`config.mk`:
```
export PLATFORM = sky130hd
export DESIGN_NAME = chg_supervisor
export DESIGN_NICKNAME = d
export VERILOG_FILES = /design/src/hw/chg_sup_pkg.sv /design/src/hw/chg_press_timer.sv /design/src/hw/chg_supervisor.sv
export SDC_FILE = /design/constraint.sdc
export NUM_CORES = 1
export LEC_CHECK = 0
export CAP_MARGIN = 10
export CORE_MARGIN = 2
export CORE_UTILIZATION = 50
export CTS_CLUSTER_DIAMETER = 30
export DETAILED_ROUTE_END_ITERATION = 7
export DONT_BUFFER_PORTS = 1
export PLACE_DENSITY_LB_ADDON = 0.15
export RECOVER_POWER = 100
export SKIP_LAST_GASP = 1
export SYNTH_ARGS = -nofsm -noshare
export SYNTH_HDL_FRONTEND = slang
export SYNTH_SLANG_ARGS = --single-unit
```
`constraint.sdc`:
```
create_clock -name MCLK_I -period 3.3 [get_ports MCLK_I]
set_input_delay 0.165 -clock MCLK_I [delete_from_list [all_inputs] [get_ports MCLK_I]]
set_output_delay 0.165 -clock MCLK_I [all_outputs]
set_load 0.05 [all_outputs]
```
`src/hw/chg_sup_pkg.sv`:
```
/*
 * constants for the charger supervisory block: register map, field codes,
 * timing figures and state encodings.
 * assumes a 40 MHz system clock and an Avalon-MM register master.
 */
// Overview of operation
// - boost out of thermistor window: suspend boost, source field 000, report cold/hot.
// - thermistor back in window: resume boost, clear thermistor fault to 000.
// - safety timer expiry stops charging, charge fault 11, interrupt pulse.
// - default limits: 2 hours below low-battery threshold, 6 hours above it.
// - timer enable bit cleared disables the safety timer completely.
// - long-select bit cleared shortens the six hour limit to 4 hours.
// - count at half rate under input limits, cool current cut or thermal regulation.
// - slow-down enable bit cleared forces full rate counting always.
// - fault suspending charge holds timer; counting resumes from held value.
// - restart, enable pin toggle or config bit toggle zero the timer.
// - three-bit minimum system voltage field, reset default meaning 3.5V.
// - system regulation flag high while rail held at minimum setting.
// - input current and input voltage limit flags follow limiting state.
// - switch disable opens switch at once, or after 8 seconds with delay bit.
// - valid input or wake pin low at least 1s re-enables the switch.
// - with input, exit ship by clearing disable, register reset, or wake pulse.
// - no input, switch allowed, wake low 16s: switch off 250ms then on.
// - long-press reset ignored while long-press reset enable bit is 0.
// - good input and detection done: power good flag high, pin low.
// - input good needs window, not sleep, not poor source, detection done.
// - each interrupt is an active-low pulse of 256us.
// - charge fault codes: 00 none, 01 overvoltage, 10 thermal shutdown.
package chg_sup_pkg;
    localparam int CLK_HZ = 40000000;
    // timebase tick of 1 ms used by every long counter
    localparam int TICK_MS = 1;
    localparam int TICK_CYC = CLK_HZ / 1000 * TICK_MS;
    localparam int TMR_W = 25;
    localparam int SAFE_SHORT_H = 2;
    localparam int SAFE_LONG_H = 6;
    localparam int SAFE_MID_H = 4;
    localparam int MS_PER_H = 3600000;
    localparam int INT_PULSE_US = 256;
    localparam int INT_PULSE_CYC = INT_PULSE_US * (CLK_HZ / 1000000);
    localparam int SHIP_DLY_MS = 8000;
    localparam int DEGLITCH_MS = 1000;
    localparam int LONG_PRESS_MS = 16000;
    localparam int SW_OFF_MS = 250;
    // register byte addresses
    localparam logic [3:0] ADDR_CTRL = 4'h0;
    localparam logic [3:0] ADDR_STAT = 4'h4;
    localparam logic [3:0] ADDR_TMR = 4'h8;
    // control register bit positions
    localparam int C_TMR_EN = 0;
    localparam int C_LONG_SEL = 1;
    localparam int C_SLOW_EN = 2;
    localparam int C_CHG_CFG = 3;
    localparam int C_SW_DIS = 4;
    localparam int C_SW_DLY = 5;
    localparam int C_LP_EN = 6;
    localparam int C_REG_RST = 7;
    localparam int C_SYSMIN_LO = 8;
    localparam logic [31:0] CTRL_RST = 32'h0000_054f;
    localparam logic [31:0] CTRL_MASK = 32'h0000_07ff;
    localparam logic [2:0] SYSMIN_RST = 3'h5;
    localparam logic [1:0] CF_NONE = 2'h0;
    localparam logic [1:0] CF_OVP = 2'h1;
    localparam logic [1:0] CF_TSHUT = 2'h2;
    localparam logic [1:0] CF_TIMER = 2'h3;
    localparam logic [2:0] NTC_NORMAL = 3'h0;
    localparam logic [2:0] NTC_COLD = 3'h5;
    localparam logic [2:0] NTC_HOT = 3'h6;
    localparam logic [2:0] SRC_NONE = 3'h0;
    typedef enum logic [3:0] {
        SW_ON = 4'b0001,
        SW_WAIT = 4'b0010,
        SW_OFF = 4'b0100,
        SW_RST = 4'b1000
    } sw_state_t;
endpackage

```
`src/hw/chg_press_timer.sv`:
```
/*
 * measures how long the wake pin has been held low, in timebase ticks.
 * assumes the pin level is already synchronised to the clock.
 */
module chg_press_timer #(
    parameter int CNT_W = 15
) (
    input wire logic clk_i,
    input wire logic rst_i,
    input wire logic ce_i,
    input wire logic tick_i,
    input wire logic pin_low_i,
    output logic [CNT_W-1:0] low_ms_o
);
    // restart on release so glitches never add up; saturate at all ones
    always_ff @(posedge clk_i) begin
        if (rst_i) begin
            low_ms_o <= '0;
        end else if (ce_i) begin
            if (!pin_low_i) begin
                low_ms_o <= '0;
            end else if (tick_i && low_ms_o != {CNT_W{1'b1}}) begin
                low_ms_o <= low_ms_o + 1'b1;
            end
        end
    end
endmodule

```
`src/hw/chg_supervisor.sv`:
```
/*
 * charger supervisor: safety timer, boost thermistor suspend, status flags,
 * battery switch / ship mode control, wake pin timing and power good.
 * assumes analog comparators arrive as asynchronous levels, and a single
 * Avalon-MM master on the register port with waitrequest.
 */
module chg_supervisor #(
    parameter int TICK_CYC = chg_sup_pkg::TICK_CYC,
    parameter int MS_PER_H = chg_sup_pkg::MS_PER_H,
    parameter int INT_CYC = chg_sup_pkg::INT_PULSE_CYC
) (
    // clock, reset, enable
    input wire logic MCLK_I,
    input wire logic RST_I,
    input wire logic CE_I,
    // register bus
    input wire logic [3:0] AVS_ADDRESS_I,
    input wire logic AVS_READ_I,
    input wire logic AVS_WRITE_I,
    input wire logic [31:0] AVS_WRITEDATA_I,
    output logic [31:0] AVS_READDATA_O,
    output logic AVS_WAITREQUEST_O,
    // analog status, asynchronous
    input wire logic VBUS_OK_I,
    input wire logic NOT_SLEEP_I,
    input wire logic SRC_NOT_POOR_I,
    input wire logic TYPE_DONE_I,
    input wire logic [2:0] SRC_TYPE_I,
    input wire logic BOOST_REQ_I,
    input wire logic TS_COLD_I,
    input wire logic TS_HOT_I,
    input wire logic ABOVE_BATLOW_I,
    input wire logic IN_ILIM_I,
    input wire logic IN_VLIM_I,
    input wire logic COOL_I,
    input wire logic THERM_REG_I,
    input wire logic AT_SYSMIN_I,
    input wire logic OVP_I,
    input wire logic TSHUT_I,
    input wire logic CHG_FAULT_SUSP_I,
    input wire logic RESTART_I,
    input wire logic CHARGE_EN_PIN_N_I,
    input wire logic WAKE_RESET_PIN_N_I,
    // control outputs
    output logic CHARGE_ON_O,
    output logic BOOST_ON_O,
    output logic BATTERY_SWITCH_ON_O,
    output logic POWER_GOOD_PIN_N_O,
    output logic HOST_INTERRUPT_N_O
);
    localparam int NS = 15;
    localparam logic [NS-1:0] SYNC_IDLE = NS'(1); // wake pin idles high: no false press after reset
    localparam int TMR_W_L = chg_sup_pkg::TMR_W;
    localparam logic [TMR_W_L-1:0] ZERO_T = '0;
    localparam int PS_W = $clog2(TICK_CYC + 1);
    localparam int IC_W = $clog2(INT_CYC + 1);

    // two-flop synchronisers for every asynchronous input
    logic [NS-1:0] async_in, meta_q, sync_q;
    assign async_in = {VBUS_OK_I, NOT_SLEEP_I, SRC_NOT_POOR_I, TYPE_DONE_I, TS_COLD_I, TS_HOT_I,
                       ABOVE_BATLOW_I, IN_ILIM_I, IN_VLIM_I, COOL_I, THERM_REG_I, AT_SYSMIN_I,
                       CHG_FAULT_SUSP_I, RESTART_I, WAKE_RESET_PIN_N_I};
    logic [2:0] src_meta_q, src_q;
    logic [2:0] chg_pin_q;
    logic ovp_meta_q, ovp_q, tsh_meta_q, tsh_q, boost_meta_q, boost_q;
    always_ff @(posedge MCLK_I) begin
        if (RST_I) begin
            meta_q <= SYNC_IDLE;
            sync_q <= SYNC_IDLE;
            src_meta_q <= '0;
            src_q <= '0;
            chg_pin_q <= '1;
            {ovp_meta_q, ovp_q, tsh_meta_q, tsh_q, boost_meta_q, boost_q} <= '0;
        end else if (CE_I) begin
            meta_q <= async_in;
            sync_q <= meta_q;
            src_meta_q <= SRC_TYPE_I;
            src_q <= src_meta_q;
            chg_pin_q <= {chg_pin_q[1:0], CHARGE_EN_PIN_N_I};
            {ovp_meta_q, ovp_q} <= {OVP_I, ovp_meta_q};
            {tsh_meta_q, tsh_q} <= {TSHUT_I, tsh_meta_q};
            {boost_meta_q, boost_q} <= {BOOST_REQ_I, boost_meta_q};
        end
    end
    logic vbus_ok, not_sleep, not_poor, type_done, ts_cold, ts_hot, above_low;
    logic ilim, vlim, cool, threg, at_sysmin, fault_susp, restart, wake_n;
    assign {vbus_ok, not_sleep, not_poor, type_done, ts_cold, ts_hot, above_low, ilim, vlim, cool,
            threg, at_sysmin, fault_susp, restart, wake_n} = sync_q;
    logic chg_pin_n, chg_pin_toggle;
    assign chg_pin_n = chg_pin_q[1];
    assign chg_pin_toggle = chg_pin_q[2] != chg_pin_q[1];

    // register file and bus slave: one wait state for every access
    logic [31:0] ctrl_q;
    logic ack_q;
    logic [31:0] rdata_q;
    logic cfg_toggle;
    logic sw_exit;
    logic input_present;
    assign input_present = vbus_ok & not_sleep;
    logic req;
    assign req = (AVS_READ_I | AVS_WRITE_I) & ~ack_q;
    logic wr_ctrl;
    assign wr_ctrl = AVS_WRITE_I & ack_q && AVS_ADDRESS_I == chg_sup_pkg::ADDR_CTRL;
    logic [31:0] wdata;
    assign wdata = AVS_WRITEDATA_I & chg_sup_pkg::CTRL_MASK;
    assign cfg_toggle = wr_ctrl && (wdata[chg_sup_pkg::C_CHG_CFG] != ctrl_q[chg_sup_pkg::C_CHG_CFG]);
    logic reg_reset;
    assign reg_reset = wr_ctrl && wdata[chg_sup_pkg::C_REG_RST];
    always_ff @(posedge MCLK_I) begin
        if (RST_I) begin
            ctrl_q <= chg_sup_pkg::CTRL_RST;
            ack_q <= 1'b0;
        end else if (CE_I) begin
            ack_q <= req;
            if (reg_reset) begin
                ctrl_q <= chg_sup_pkg::CTRL_RST;
            end else if (wr_ctrl) begin
                ctrl_q <= wdata;
            end else if (sw_exit) begin
                ctrl_q[chg_sup_pkg::C_SW_DIS] <= 1'b0;
            end
        end
    end
    logic tmr_en, long_sel, slow_en, sw_dis, sw_dly, lp_en;
    assign tmr_en = ctrl_q[chg_sup_pkg::C_TMR_EN];
    assign long_sel = ctrl_q[chg_sup_pkg::C_LONG_SEL];
    assign slow_en = ctrl_q[chg_sup_pkg::C_SLOW_EN];
    assign sw_dis = ctrl_q[chg_sup_pkg::C_SW_DIS];
    assign sw_dly = ctrl_q[chg_sup_pkg::C_SW_DLY];
    assign lp_en = ctrl_q[chg_sup_pkg::C_LP_EN];

    // 1 ms timebase, prescaled again to half rate when slowed
    logic [PS_W-1:0] ps_q;
    logic tick;
    assign tick = ps_q == PS_W'(TICK_CYC - 1);
    always_ff @(posedge MCLK_I) begin
        if (RST_I) begin
            ps_q <= '0;
        end else if (CE_I) begin
            ps_q <= tick ? '0 : ps_q + 1'b1;
        end
    end
    logic half_q;
    logic slow;
    assign slow = slow_en & (ilim | vlim | cool | threg);
    always_ff @(posedge MCLK_I) begin
        if (RST_I) begin
            half_q <= 1'b0;
        end else if (CE_I && tick) begin
            half_q <= ~half_q;
        end
    end
    logic tmr_tick;
    assign tmr_tick = tick & (~slow | half_q);

    // safety timer
    logic [TMR_W_L-1:0] tmr_q;
    logic [1:0] cf_q;
    logic timer_exp_q;
    logic tmr_clear;
    assign tmr_clear = restart | chg_pin_toggle | cfg_toggle | reg_reset;
    logic [TMR_W_L-1:0] limit;
    always_comb begin
        if (!above_low) begin
            limit = TMR_W_L'(chg_sup_pkg::SAFE_SHORT_H * MS_PER_H);
        end else if (long_sel) begin
            limit = TMR_W_L'(chg_sup_pkg::SAFE_LONG_H * MS_PER_H);
        end else begin
            limit = TMR_W_L'(chg_sup_pkg::SAFE_MID_H * MS_PER_H);
        end
    end
    logic charging;
    assign charging = ctrl_q[chg_sup_pkg::C_CHG_CFG] & ~chg_pin_n & ~timer_exp_q & ~ovp_q & ~tsh_q;
    logic tmr_hit;
    assign tmr_hit = tmr_en && charging && !fault_susp && tmr_q >= limit;
    always_ff @(posedge MCLK_I) begin
        if (RST_I) begin
            tmr_q <= ZERO_T;
            timer_exp_q <= 1'b0;
        end else if (CE_I) begin
            if (tmr_clear || !tmr_en) begin
                tmr_q <= ZERO_T;
                timer_exp_q <= 1'b0;
            end else if (tmr_hit) begin
                timer_exp_q <= 1'b1;
            end else if (charging && !fault_susp && tmr_tick) begin
                tmr_q <= tmr_q + 1'b1;
            end
        end
    end

    // charge fault field: live conditions take priority over timer expiry
    logic [1:0] cf_d;
    always_comb begin
        if (ovp_q) begin
            cf_d = chg_sup_pkg::CF_OVP;
        end else if (tsh_q) begin
            cf_d = chg_sup_pkg::CF_TSHUT;
        end else if (timer_exp_q) begin
            cf_d = chg_sup_pkg::CF_TIMER;
        end else begin
            cf_d = chg_sup_pkg::CF_NONE;
        end
    end

    // boost thermistor window
    logic [2:0] ntc_d;
    assign ntc_d = !boost_q ? chg_sup_pkg::NTC_NORMAL : ts_cold ? chg_sup_pkg::NTC_COLD :
                   ts_hot ? chg_sup_pkg::NTC_HOT : chg_sup_pkg::NTC_NORMAL;
    logic [2:0] ntc_q, src_field_q;
    logic pg_q, flags_sys_q, flags_il_q, flags_vl_q;
    always_ff @(posedge MCLK_I) begin
        if (RST_I) begin
            ntc_q <= chg_sup_pkg::NTC_NORMAL;
            src_field_q <= chg_sup_pkg::SRC_NONE;
            cf_q <= chg_sup_pkg::CF_NONE;
            pg_q <= 1'b0;
            {flags_sys_q, flags_il_q, flags_vl_q} <= '0;
        end else if (CE_I) begin
            ntc_q <= ntc_d;
            src_field_q <= (ntc_d != chg_sup_pkg::NTC_NORMAL) ? chg_sup_pkg::SRC_NONE : src_q;
            cf_q <= cf_d;
            pg_q <= vbus_ok & not_sleep & not_poor & type_done;
            flags_sys_q <= at_sysmin;
            flags_il_q <= ilim;
            flags_vl_q <= vlim;
        end
    end

    // interrupt pulse on each new event that arrives while no pulse is running
    logic [IC_W-1:0] ic_q;
    logic ev;
    logic pg_d1_q, inp_d1_q;
    logic [1:0] cf_d1_q;
    assign ev = (pg_q != pg_d1_q) | (cf_q != cf_d1_q && cf_q != chg_sup_pkg::CF_NONE);
    always_ff @(posedge MCLK_I) begin
        if (RST_I) begin
            ic_q <= '0;
            {pg_d1_q, inp_d1_q, cf_d1_q} <= '0;
            HOST_INTERRUPT_N_O <= 1'b1;
        end else if (CE_I) begin
            {pg_d1_q, inp_d1_q, cf_d1_q} <= {pg_q, input_present, cf_q};
            if (ev && ic_q == '0) begin
                ic_q <= IC_W'(INT_CYC - 1);
                HOST_INTERRUPT_N_O <= 1'b0;
            end else if (ic_q != '0) begin
                ic_q <= ic_q - 1'b1;
            end else begin
                HOST_INTERRUPT_N_O <= 1'b1;
            end
        end
    end

    // wake pin low-time measurement
    logic [14:0] low_ms;
    chg_press_timer #(.CNT_W(15)) u_press (
        .clk_i(MCLK_I),
        .rst_i(RST_I),
        .ce_i(CE_I),
        .tick_i(tick),
        .pin_low_i(~wake_n),
        .low_ms_o(low_ms)
    );
    logic deglitched, long_press;
    assign deglitched = low_ms == 15'(chg_sup_pkg::DEGLITCH_MS);
    assign long_press = low_ms == 15'(chg_sup_pkg::LONG_PRESS_MS);

    // battery switch state machine
    chg_sup_pkg::sw_state_t sw_q;
    logic [13:0] sw_cnt_q;
    assign sw_exit = (sw_q == chg_sup_pkg::SW_OFF) && (deglitched || (input_present && !inp_d1_q));
    always_ff @(posedge MCLK_I) begin
        if (RST_I) begin
            sw_q <= chg_sup_pkg::SW_ON;
            sw_cnt_q <= '0;
        end else if (CE_I) begin
            case (sw_q)
                chg_sup_pkg::SW_ON: begin
                    sw_cnt_q <= '0;
                    if (sw_dis && !sw_dly) begin
                        sw_q <= chg_sup_pkg::SW_OFF;
                    end else if (sw_dis) begin
                        sw_q <= chg_sup_pkg::SW_WAIT;
                    end else if (long_press && lp_en && !vbus_ok) begin
                        sw_q <= chg_sup_pkg::SW_RST;
                    end
                end
                chg_sup_pkg::SW_WAIT: begin
                    if (!sw_dis) begin
                        sw_q <= chg_sup_pkg::SW_ON;
                    end else if (sw_cnt_q == 14'(chg_sup_pkg::SHIP_DLY_MS)) begin
                        sw_q <= chg_sup_pkg::SW_OFF;
                    end else if (tick) begin
                        sw_cnt_q <= sw_cnt_q + 1'b1;
                    end
                end
                chg_sup_pkg::SW_OFF: begin
                    sw_cnt_q <= '0;
                    if (!sw_dis || deglitched) begin
                        sw_q <= chg_sup_pkg::SW_ON;
                    end
                end
                chg_sup_pkg::SW_RST: begin
                    if (sw_cnt_q == 14'(chg_sup_pkg::SW_OFF_MS)) begin
                        sw_q <= chg_sup_pkg::SW_ON;
                        sw_cnt_q <= '0;
                    end else if (tick) begin
                        sw_cnt_q <= sw_cnt_q + 1'b1;
                    end
                end
                default: sw_q <= chg_sup_pkg::SW_ON;
            endcase
        end
    end

    // registered outputs
    always_ff @(posedge MCLK_I) begin
        if (RST_I) begin
            CHARGE_ON_O <= 1'b0;
            BOOST_ON_O <= 1'b0;
            BATTERY_SWITCH_ON_O <= 1'b1;
            POWER_GOOD_PIN_N_O <= 1'b1;
            AVS_READDATA_O <= '0;
            AVS_WAITREQUEST_O <= 1'b1;
        end else if (CE_I) begin
            CHARGE_ON_O <= charging & ~fault_susp;
            BOOST_ON_O <= boost_q & (ntc_d == chg_sup_pkg::NTC_NORMAL);
            BATTERY_SWITCH_ON_O <= (sw_q == chg_sup_pkg::SW_ON) || (sw_q == chg_sup_pkg::SW_WAIT);
            POWER_GOOD_PIN_N_O <= ~pg_q;
            AVS_WAITREQUEST_O <= ~req;
            if (AVS_ADDRESS_I == chg_sup_pkg::ADDR_CTRL) begin
                AVS_READDATA_O <= ctrl_q;
            end else if (AVS_ADDRESS_I == chg_sup_pkg::ADDR_STAT) begin
                AVS_READDATA_O <= {16'h0000, src_field_q, ntc_q, cf_q, pg_q,
                                   flags_sys_q, flags_il_q, flags_vl_q, sw_q};
            end else if (AVS_ADDRESS_I == chg_sup_pkg::ADDR_TMR) begin
                AVS_READDATA_O <= 32'(tmr_q);
            end else begin
                AVS_READDATA_O <= '0;
            end
        end
    end

    // checks
    property p_int_width;
        @(posedge MCLK_I) disable iff (RST_I || !CE_I)
        $fell(HOST_INTERRUPT_N_O) |=> !HOST_INTERRUPT_N_O [*8];
    endproperty
    a_int_width: assert property (p_int_width) else $error("interrupt pulse too short");
    property p_timer_fault;
        @(posedge MCLK_I) disable iff (RST_I)
        (CE_I && timer_exp_q && !ovp_q && !tsh_q) |-> ##1 (cf_q == chg_sup_pkg::CF_TIMER);
    endproperty
    a_timer_fault: assert property (p_timer_fault) else $error("timer fault code wrong");
    property p_tmr_off;
        @(posedge MCLK_I) disable iff (RST_I)
        (CE_I && !tmr_en) |=> tmr_q == ZERO_T;
    endproperty
    a_tmr_off: assert property (p_tmr_off) else $error("timer counts while disabled");
    property p_hold;
        @(posedge MCLK_I) disable iff (RST_I)
        (CE_I && fault_susp && !tmr_clear && tmr_en) |=> $stable(tmr_q);
    endproperty
    a_hold: assert property (p_hold) else $error("timer moved during fault");
    property p_clear;
        @(posedge MCLK_I) disable iff (RST_I)
        (CE_I && tmr_clear) |=> tmr_q == ZERO_T;
    endproperty
    a_clear: assert property (p_clear) else $error("timer not zeroed");
    property p_ship_now;
        @(posedge MCLK_I) disable iff (RST_I)
        (CE_I && sw_q == chg_sup_pkg::SW_ON && sw_dis && !sw_dly) |=> sw_q == chg_sup_pkg::SW_OFF;
    endproperty
    a_ship_now: assert property (p_ship_now) else $error("switch not opened at once");
    property p_pg;
        @(posedge MCLK_I) disable iff (RST_I)
        CE_I ##1 CE_I |-> POWER_GOOD_PIN_N_O == !$past(pg_q);
    endproperty
    a_pg: assert property (p_pg) else $error("power good pin mismatch");
    property p_boost_ntc;
        @(posedge MCLK_I) disable iff (RST_I)
        (CE_I && ntc_q != chg_sup_pkg::NTC_NORMAL) |-> src_field_q == chg_sup_pkg::SRC_NONE;
    endproperty
    a_boost_ntc: assert property (p_boost_ntc) else $error("source field not cleared");
    property p_lp_off;
        @(posedge MCLK_I) disable iff (RST_I)
        (CE_I && sw_q == chg_sup_pkg::SW_ON && !lp_en && !sw_dis) |=> sw_q != chg_sup_pkg::SW_RST;
    endproperty
    a_lp_off: assert property (p_lp_off) else $error("long press acted while disabled");
    c_int: cover property (@(posedge MCLK_I) $fell(HOST_INTERRUPT_N_O));
    c_rst: cover property (@(posedge MCLK_I) sw_q == chg_sup_pkg::SW_RST);
    c_wait: cover property (@(posedge MCLK_I) sw_q == chg_sup_pkg::SW_WAIT);
endmodule

```
# Yosys cells after proc, flatten, opt, wreduce, memory -nomap -nowiden
# Index checks and enable logic that the tools add are counted.
# word_totals
register_bits,222
input_bits,63
output_inout_bits,38
word_cells,193
# op_classes
add_sub_neg,5
n_lt_le_gt_ge,1
n_eq_ne,24
muxes,42
bitwise_logic,32
reduce_logical,50
# ops
op,n
25-bit two-way mux,7
14-bit two-way mux,6
32-bit two-way mux,2
14-bit one-hot mux with 3 select lines,1
4-bit two-way mux,8
15-bit two-way mux,2
27-bit two-way mux,1
25-bit by 1-bit adder with 25-bit output (second input constant),1
25-bit greater-or-equal comparator,1
1-bit logical AND,17
16-bit by 1-bit adder with 16-bit output (second input constant),1
16-bit equality test (second input constant),1
16-bit two-way mux,1
4-bit one-hot mux with 4 select lines,1
15-bit by 1-bit adder with 15-bit output (second input constant),1
15-bit by 10-bit equality test with 1-bit output (second input constant),1
15-bit by 14-bit equality test with 1-bit output (second input constant),1
15-bit != test (second input constant),1
14-bit by 1-bit adder with 14-bit output (second input constant),1
14-bit by 13-bit equality test with 1-bit output (second input constant),1
14-bit by 8-bit equality test with 1-bit output (second input constant),1
14-bit zero test,1
14-bit nonzero test,1
14-bit by 1-bit subtractor with 14-bit output (second input constant),1
other kinds (27),94

# Logic depth before layout (Yosys ltp)
# Gate-level depths: netlist (run 1).
# logic_depth
depth_word,11
ltp_mapped,11
mapped_depth_nobuf,10

# Hierarchy
# From an unflattened synthesis (run 1), not the netlist that was laid out.
# hier_totals
cells_unflattened,1095
area_unflattened_um2,9335.2
# modules_own_cells
mod,instances,cells_per_inst,area_per_inst_um2,seq_area_each_um2
chg_supervisor,1,984,8419.3,3583.4
chg_press_timer,1,111,915.9,300.3

# Worst setup path before layout (run 1)
# Ideal clock, no wire load.
# synth_timing
path_kind,flip-flop to flip-flop
startpoint,reg sync_q[8]
endpoint,reg tmr_q[23]
setup_time_ns,0.070
arrival_time_ns,2.500
t_required_ns,3.230
path_slack_ns,0.730
path_stages_with_launch,11
n_path_buf,0
synth_period_minus_slack_ns,2.570
cell_sequence,dfxtp_1 -> and2_1 -> inv_1 -> ha_1 -> and4_1 -> a221oi_1 -> o21a_1 -> o211a_2 -> a22oi_2 -> or4_1 -> a21oi_1
# synth_between
elab_chain_cells,5
# synth_rtl
element,line,source
from (decl),chg_supervisor.sv:59,"logic [NS-1:0] async_in, meta_q, sync_q;"
from (signal assigned),chg_supervisor.sv:76,sync_q <= meta_q;
25-bit two-way mux,chg_supervisor.sv:165,if (!above_low) begin
25-bit greater-or-equal comparator,chg_supervisor.sv:176,assign tmr_hit = tmr_en && charging && !fault_susp && tmr_q >= limit;
1-bit logical AND,chg_supervisor.sv:176,
2-bit by 1-bit != test with 1-bit output (no source line),-,
3-bit AND reduction (no source line),-,
to (signal assigned),chg_supervisor.sv:188,tmr_q <= tmr_q + 1'b1;
to (decl),chg_supervisor.sv:158,logic [TMR_W_L-1:0] tmr_q;
# Every way passes these cells.
# A chain may end at the register's enable or synchronous reset.

# Worst setup path in the final report (run 1)
# Same ends and word-level chain as after synthesis.

==> flow_summary.ini, run 1 <==
[setup_path]
worst_setup_path_end_kind = flop
timing.rr.start = sync_q[8]
cp-endpoint = tmr_q[23]
critPathKind = flop to flop
rrSetupSlack_ps = 370
ff2ff_path_depth = 10
crit_fanout = 8
rr_endpoint = tmr_q[23]
required_ps = 3660
start_kind = flop
crit_path_start = sync_q[8]
cp.arrival_ps = 3290

[die]
coreArea_sq_um = 17900
io_pins = 101
die_w_um = 138.6
die_h_um = 138.6
row_count = 49
dieArea_sq_um = 19220
start_util_pct = 50.62

[finish]
seqCellArea_sq_um = 3884
drive_gt1_share_pct = 6.024
final_nets = 1150
synthToLayoutAreaGrowth_pct = 11.99
multi_input_area_sq_um = 4823
n_fill_cell = 1629

[route]
detail-route-antenna-nets = 0
drc = 0
drt_first_pass_iters = 5
avgRoutedWirePerCell_um = 16.39
drt_iter0_markers = 433
num_vias = 7487
wirelength_um = 21460
avgViaCountPerCell = 5.720

[synthesis]
yosysTopAreaCell = dfxtp_1
ys_seq_area_share_pct = 42.86
yosys_most_used_dff = dfxtp_1
yosysUniqueCellTypes = 73
synth.area.top_cells = dfxtp_1 (43%), mux2i_1 (6.2%), nor2_1 (5.9%)
synthTopCellsByCount = dfxtp_1 (194), nor2_1 (143), nand2_1 (88)
ys_seq_elements = 194
synth-edff-count = 0
synth_area_sq_um = 9061
synth_top_area_share_pct = 42.86
yosysMostFrequentCell = dfxtp_1
async_reset_ff_share_pct = 0
synth_area_per_cell_sq_um = 8.621
synth_cells = 1051
ys_warn_count = 0

[grt]
grt_pass1_vias = 6726
use_met1_pct = 32.73
grt_overflow = 0
antenna_found_initial = 1
grt_max_degree = 125
grt_first_pass_wirelength_um = 35150
use_met3_pct = 4.282
grtUsageTotal_pct = 22.36
busiest_layer = met2
met2_usage_pct = 32.93

[timing]
post-route-min-period_ps = 2926
relSlewSlack_pct = 27.57
rsz0062_at_grt = no
fmax_ghz = 0.3418
hold_viol = 0
setup_violations = 0
skew_ps = 9.777
tightest_slew_ps = 1087
finalSetupTns_ps = 0
slew_violations = 0
min_period_over_period_pct = 88.67

[power_and_ir_drop]
p_leak_nw = 3.726
p_per_area_nw_per_um2 = 526.3
total_power_w = 0.005341
vdd_drop_max_mv = 0.3715

[placed_design]
routabilityCongestion = 0.8535
portBuffers = 0
dp_hpwl_um = 14040

[clock_network]
cts-buffers-inserted = 17
htreeDepth = 4
ctsResizeCount = 0
clk_latency_ps = 440
clk_pin_slew_worst_paths_ps = 70
cts_buffer_depth = 2
ctsRootBufferMaster = clkbuf_16
cts_tree = built
clock-sinks = 194

[run]
maxCapViolCount = 0

[run_status]
outcome = complete, no violations

[min_path]
hold_path.class = input pin to flop
hold_depth = 3
-- critical path: stages (launching register included) --
cell	delay, ps
dfxtp_1	480
and2_0	220
inv_1	60
ha_1	280
and4_1	230
a221oi_1	290
o21a_1	200
o211a_2	310
a22oi_2	160
or4_1	490
a21oi_1	140
-- power by group --
group          switching [W]  internal (W)
Clock               0.000974       0.00103
Combinational       0.000418      0.000313
Sequential          0.000143       0.00246
Total                0.00153       0.00381
-- cell families (layout without fill, tap and decap cells) --
group | count (synthesis) | in the layout | synth area share (%)
flip-flops | 194 | 194 | 42.86
adder cells (fa/ha/maj) | 21 | 21 | 2.900
AND/OR/NAND/NOR | 443 | 443 | 24.69
buffers and inverters | 86 | 108 | 4.115
other | 1 | 8 | 0.04139
AO/OA/AOI/OAI | 202 | 202 | 14.57
multiplexers | 56 | 56 | 6.186
XOR/XNOR | 48 | 48 | 4.640
-- cell type report --
cell class	count	share of cell area, %
multi-input combinational	777	47.53
inverter	24	0.8878
clock buffer	19	4.464
tap	229	2.824
antenna	1	0.02466
sequential	194	38.27
timing repair buffer	52	4.908
clock inverter	13	1.085
-- worst min path at each step --
stage               slack (ps)              start           endpoint
floorplan                  290  CHARGE_EN_PIN_N_I       chg_pin_q[0]
global placement           250              RST_I           ic_q[10]
detailed placement         250              RST_I            ic_q[9]
CTS                        0.6               CE_I  AVS_READDATA_O[9]
global route                20               CE_I  AVS_READDATA_O[9]
finish                      10               CE_I            ps_q[2]
-- layer usage --
layer / up-vias / wire length [um]
li1: 3756 / -
met1: 3507 / 10530
met2: 194 / 9329
met3: 30 / 1164
met4: 0 / 433
met5: - / 0
-- per-stage QoR --
stage | cell area, sq um | hold WS [ps] | setup slack (ps) | util, % | instances
global route | 10150 | 22.38 | 103.5 | 56.68 | 1309
detailed placement | 9226 | 247.0 | 453.0 | 51.54 | 1241
finish | 10150 | 14.22 | 373.9 | 56.68 | 1309
floorplan | 9084 | 293.4 | 729.5 | - | 1057
CTS | 10170 | 0.5775 | 423.0 | 56.84 | 1308
global placement | 9226 | 245.4 | 473.7 | 51.54 | 1241
-- layout by cell type (no fill, tap or decap), types with 10 or more instances in the layout --
cell / instances
dfxtp_1: 194
nor2_1: 143
nand2_1: 88
a21oi_1: 65
mux2i_1: 56
nand3_1: 50
o21ai_0: 42
dlygate4sd3_1: 33
xor2_1: 32
nor3_1: 30
inv_1: 24
nand4_1: 21
ha_1: 21
nand2b_1: 20
clkbuf_16: 17
xnor2_1: 16
a22o_1: 14
or3_1: 14
o211ai_1: 13
buf_4: 13
a22oi_1: 11
nor4_1: 10
a211oi_1: 10
and3_1: 10
and2_1: 10
-- state kept, by name, summed over array words and instances (netlist names), 4 cells and up --
| name | cells |
|---|---|
| AVS_READDATA_O | 25 |
| tmr_q | 25 |
| ps_q | 16 |
| meta_q | 15 |
| sync_q | 15 |
| u_press.low_ms_o | 15 |
| ic_q | 14 |
| sw_cnt_q | 14 |
| ctrl_q | 11 |
| sw_q | 4 |
-- timing repair --
item / 4_1_cts / 5_1_grt
hold buffers: 35 / 0
endpoints found under the hold margin: 134 / 0
buffers inserted: 0 / 0
endpoints found under the setup margin: 0 / 0
(Power assumes the default switching activity.)
==> run 2, diff against run 1 <==
- HOLD_SLACK_MARGIN: unset -> 0.03
==> flow_summary.ini, run 2 (synthesized netlist as in run 1, its figures left out) <==
[setup_path]
cp_slowest_stage_delay_ps = 490
crit_chain = and2_0, inv_1, ha_1, and4_1, a221oi_1, o21a_1, o211a_2, a22oi_2, or4_1, a21oi_1
critPathKind = flop to flop
crit_fanout = 8
cp.arrival_ps = 3290
slowest_stage = or4_1
required_ps = 3660
start_kind = flop
critical_path.top_delay_family = compound AO/OA/AOI/OAI gates
crit_buf_inv = 1
worst_setup_path_end_kind = flop

[route]
drc = 0
drt_first_pass_iters = 4
num_vias = 7464
drt_iter0_markers = 423
detail-route-antenna-nets = 0
wirelength_um = 21480
avgViaCountPerCell = 5.689
avgRoutedWirePerCell_um = 16.37

[clock_network]
clk_pin_slew_worst_paths_ps = 70
ctsResizeCount = 0
htreeDepth = 4
clk_latency_ps = 440
cts_tree = built
cts_buffer_depth = 2
ctsRootBufferMaster = clkbuf_16
clock-sinks = 194
cts-buffers-inserted = 17
cts_setup_buffers = 0
cts_hold_buf = 38

[die]
die_h_um = 138.6
io_pins = 101
row_count = 49
dieArea_sq_um = 19220
die_w_um = 138.6
coreArea_sq_um = 17900
start_util_pct = 50.62

[grt]
grt_pass1_vias = 6745
grtUsageTotal_pct = 22.34
grt_first_pass_wirelength_um = 35160
grt_overflow = 0
grt_max_degree = 125
antenna_found_initial = 1

[timing]
relSlewSlack_pct = 27.71
skew_ps = 11.32
min_period_over_period_pct = 88.75
tightest_slew_ps = 1084
fin_ws_ps = 371.1
hold_viol = 0
slew_violations = 0
finalSetupTns_ps = 0
setup_violations = 0
rsz0062_at_grt = no
post-route-min-period_ps = 2929
fmax_ghz = 0.3414

[min_path]
hold_path.class = input pin to flop

[finish]
drive_gt1_share_pct = 6.007
layout_common_cells = dfxtp_1 (194), nor2_1 (143), nand2_1 (88)
synthToLayoutAreaGrowth_pct = 12.32
mostFrequentLayoutCell = dfxtp_1
final_nets = 1153
reg.largest.list = AVS_READDATA_O (25), tmr_q (25), ps_q (16)

[placed_design]
portBuffers = 0
dp_hpwl_um = 14040
dp_slack_ps = 453.0
routabilityCongestion = 0.8535

[power_and_ir_drop]
p_leak_nw = 3.740
p_per_area_nw_per_um2 = 524.8
vdd_drop_max_mv = 0.3716

[run_status]
outcome = complete, no violations

[run]
maxCapViolCount = 0
run 2: area by class of cell:
type	instances	area (sq um)
fill	1627	7725
multi-input combinational	777	4823
sequential	194	3884
timing repair buffer	55	528.0
clock buffer	19	452.9
tap	229	286.5
clock inverter	13	110.1
inverter	24	90.09
antenna	1	2.502
run 2: routing by layer:
layer / track usage [%] / wire [um]
met1: 32.56 / 10490
met5: 0 / 0
met3: 4.282 / 1211
met2: 33.09 / 9320
met4: 8.028 / 452
run 2: tightest hold or removal path: cells and delay by family:
kind / cells / cell delay (ps)
simple gates: 2 / 150
compound gates: 1 / 110
run 2: worst paths after layout:
| kind | start | depth (start not counted) | endpoint | slack [ps] |
|---|---|---|---|---|
| hold reg to reg | inp_d1_q | 2 | inp_d1_q | 470 |
| setup / recovery | sync_q[8] | 10 | tmr_q[24] | 370 |
| hold / removal | AVS_WRITEDATA_I[5] | 3 | ctrl_q[5] | 50 |
| setup reg to reg | sync_q[8] | 10 | tmr_q[24] | 370 |
run 2: per-stage QoR:
stage | std cells | power [W] | util [%] | area, sq um | hold slack, ps
3_3_place_gp | 1241 | 0.003306 | 51.54 | 9226 | 245.4
2_1_floorplan | 1057 | 0.003213 | - | 9084 | 293.4
4_1_cts | 1311 | 0.005400 | 57.00 | 10200 | 30.69
6_report | 1312 | 0.005341 | 56.85 | 10180 | 45.93
3_5_place_dp | 1241 | 0.003312 | 51.54 | 9226 | 247.0
5_1_grt | 1312 | 0.005584 | 56.85 | 10180 | 55.04
run 2: where the power goes:
part           total [W]  switching, W  internal, W
logic           0.000734      0.000419     0.000316
clock network    0.00200      0.000972      0.00103
registers        0.00260      0.000142      0.00246
total            0.00534       0.00153      0.00381
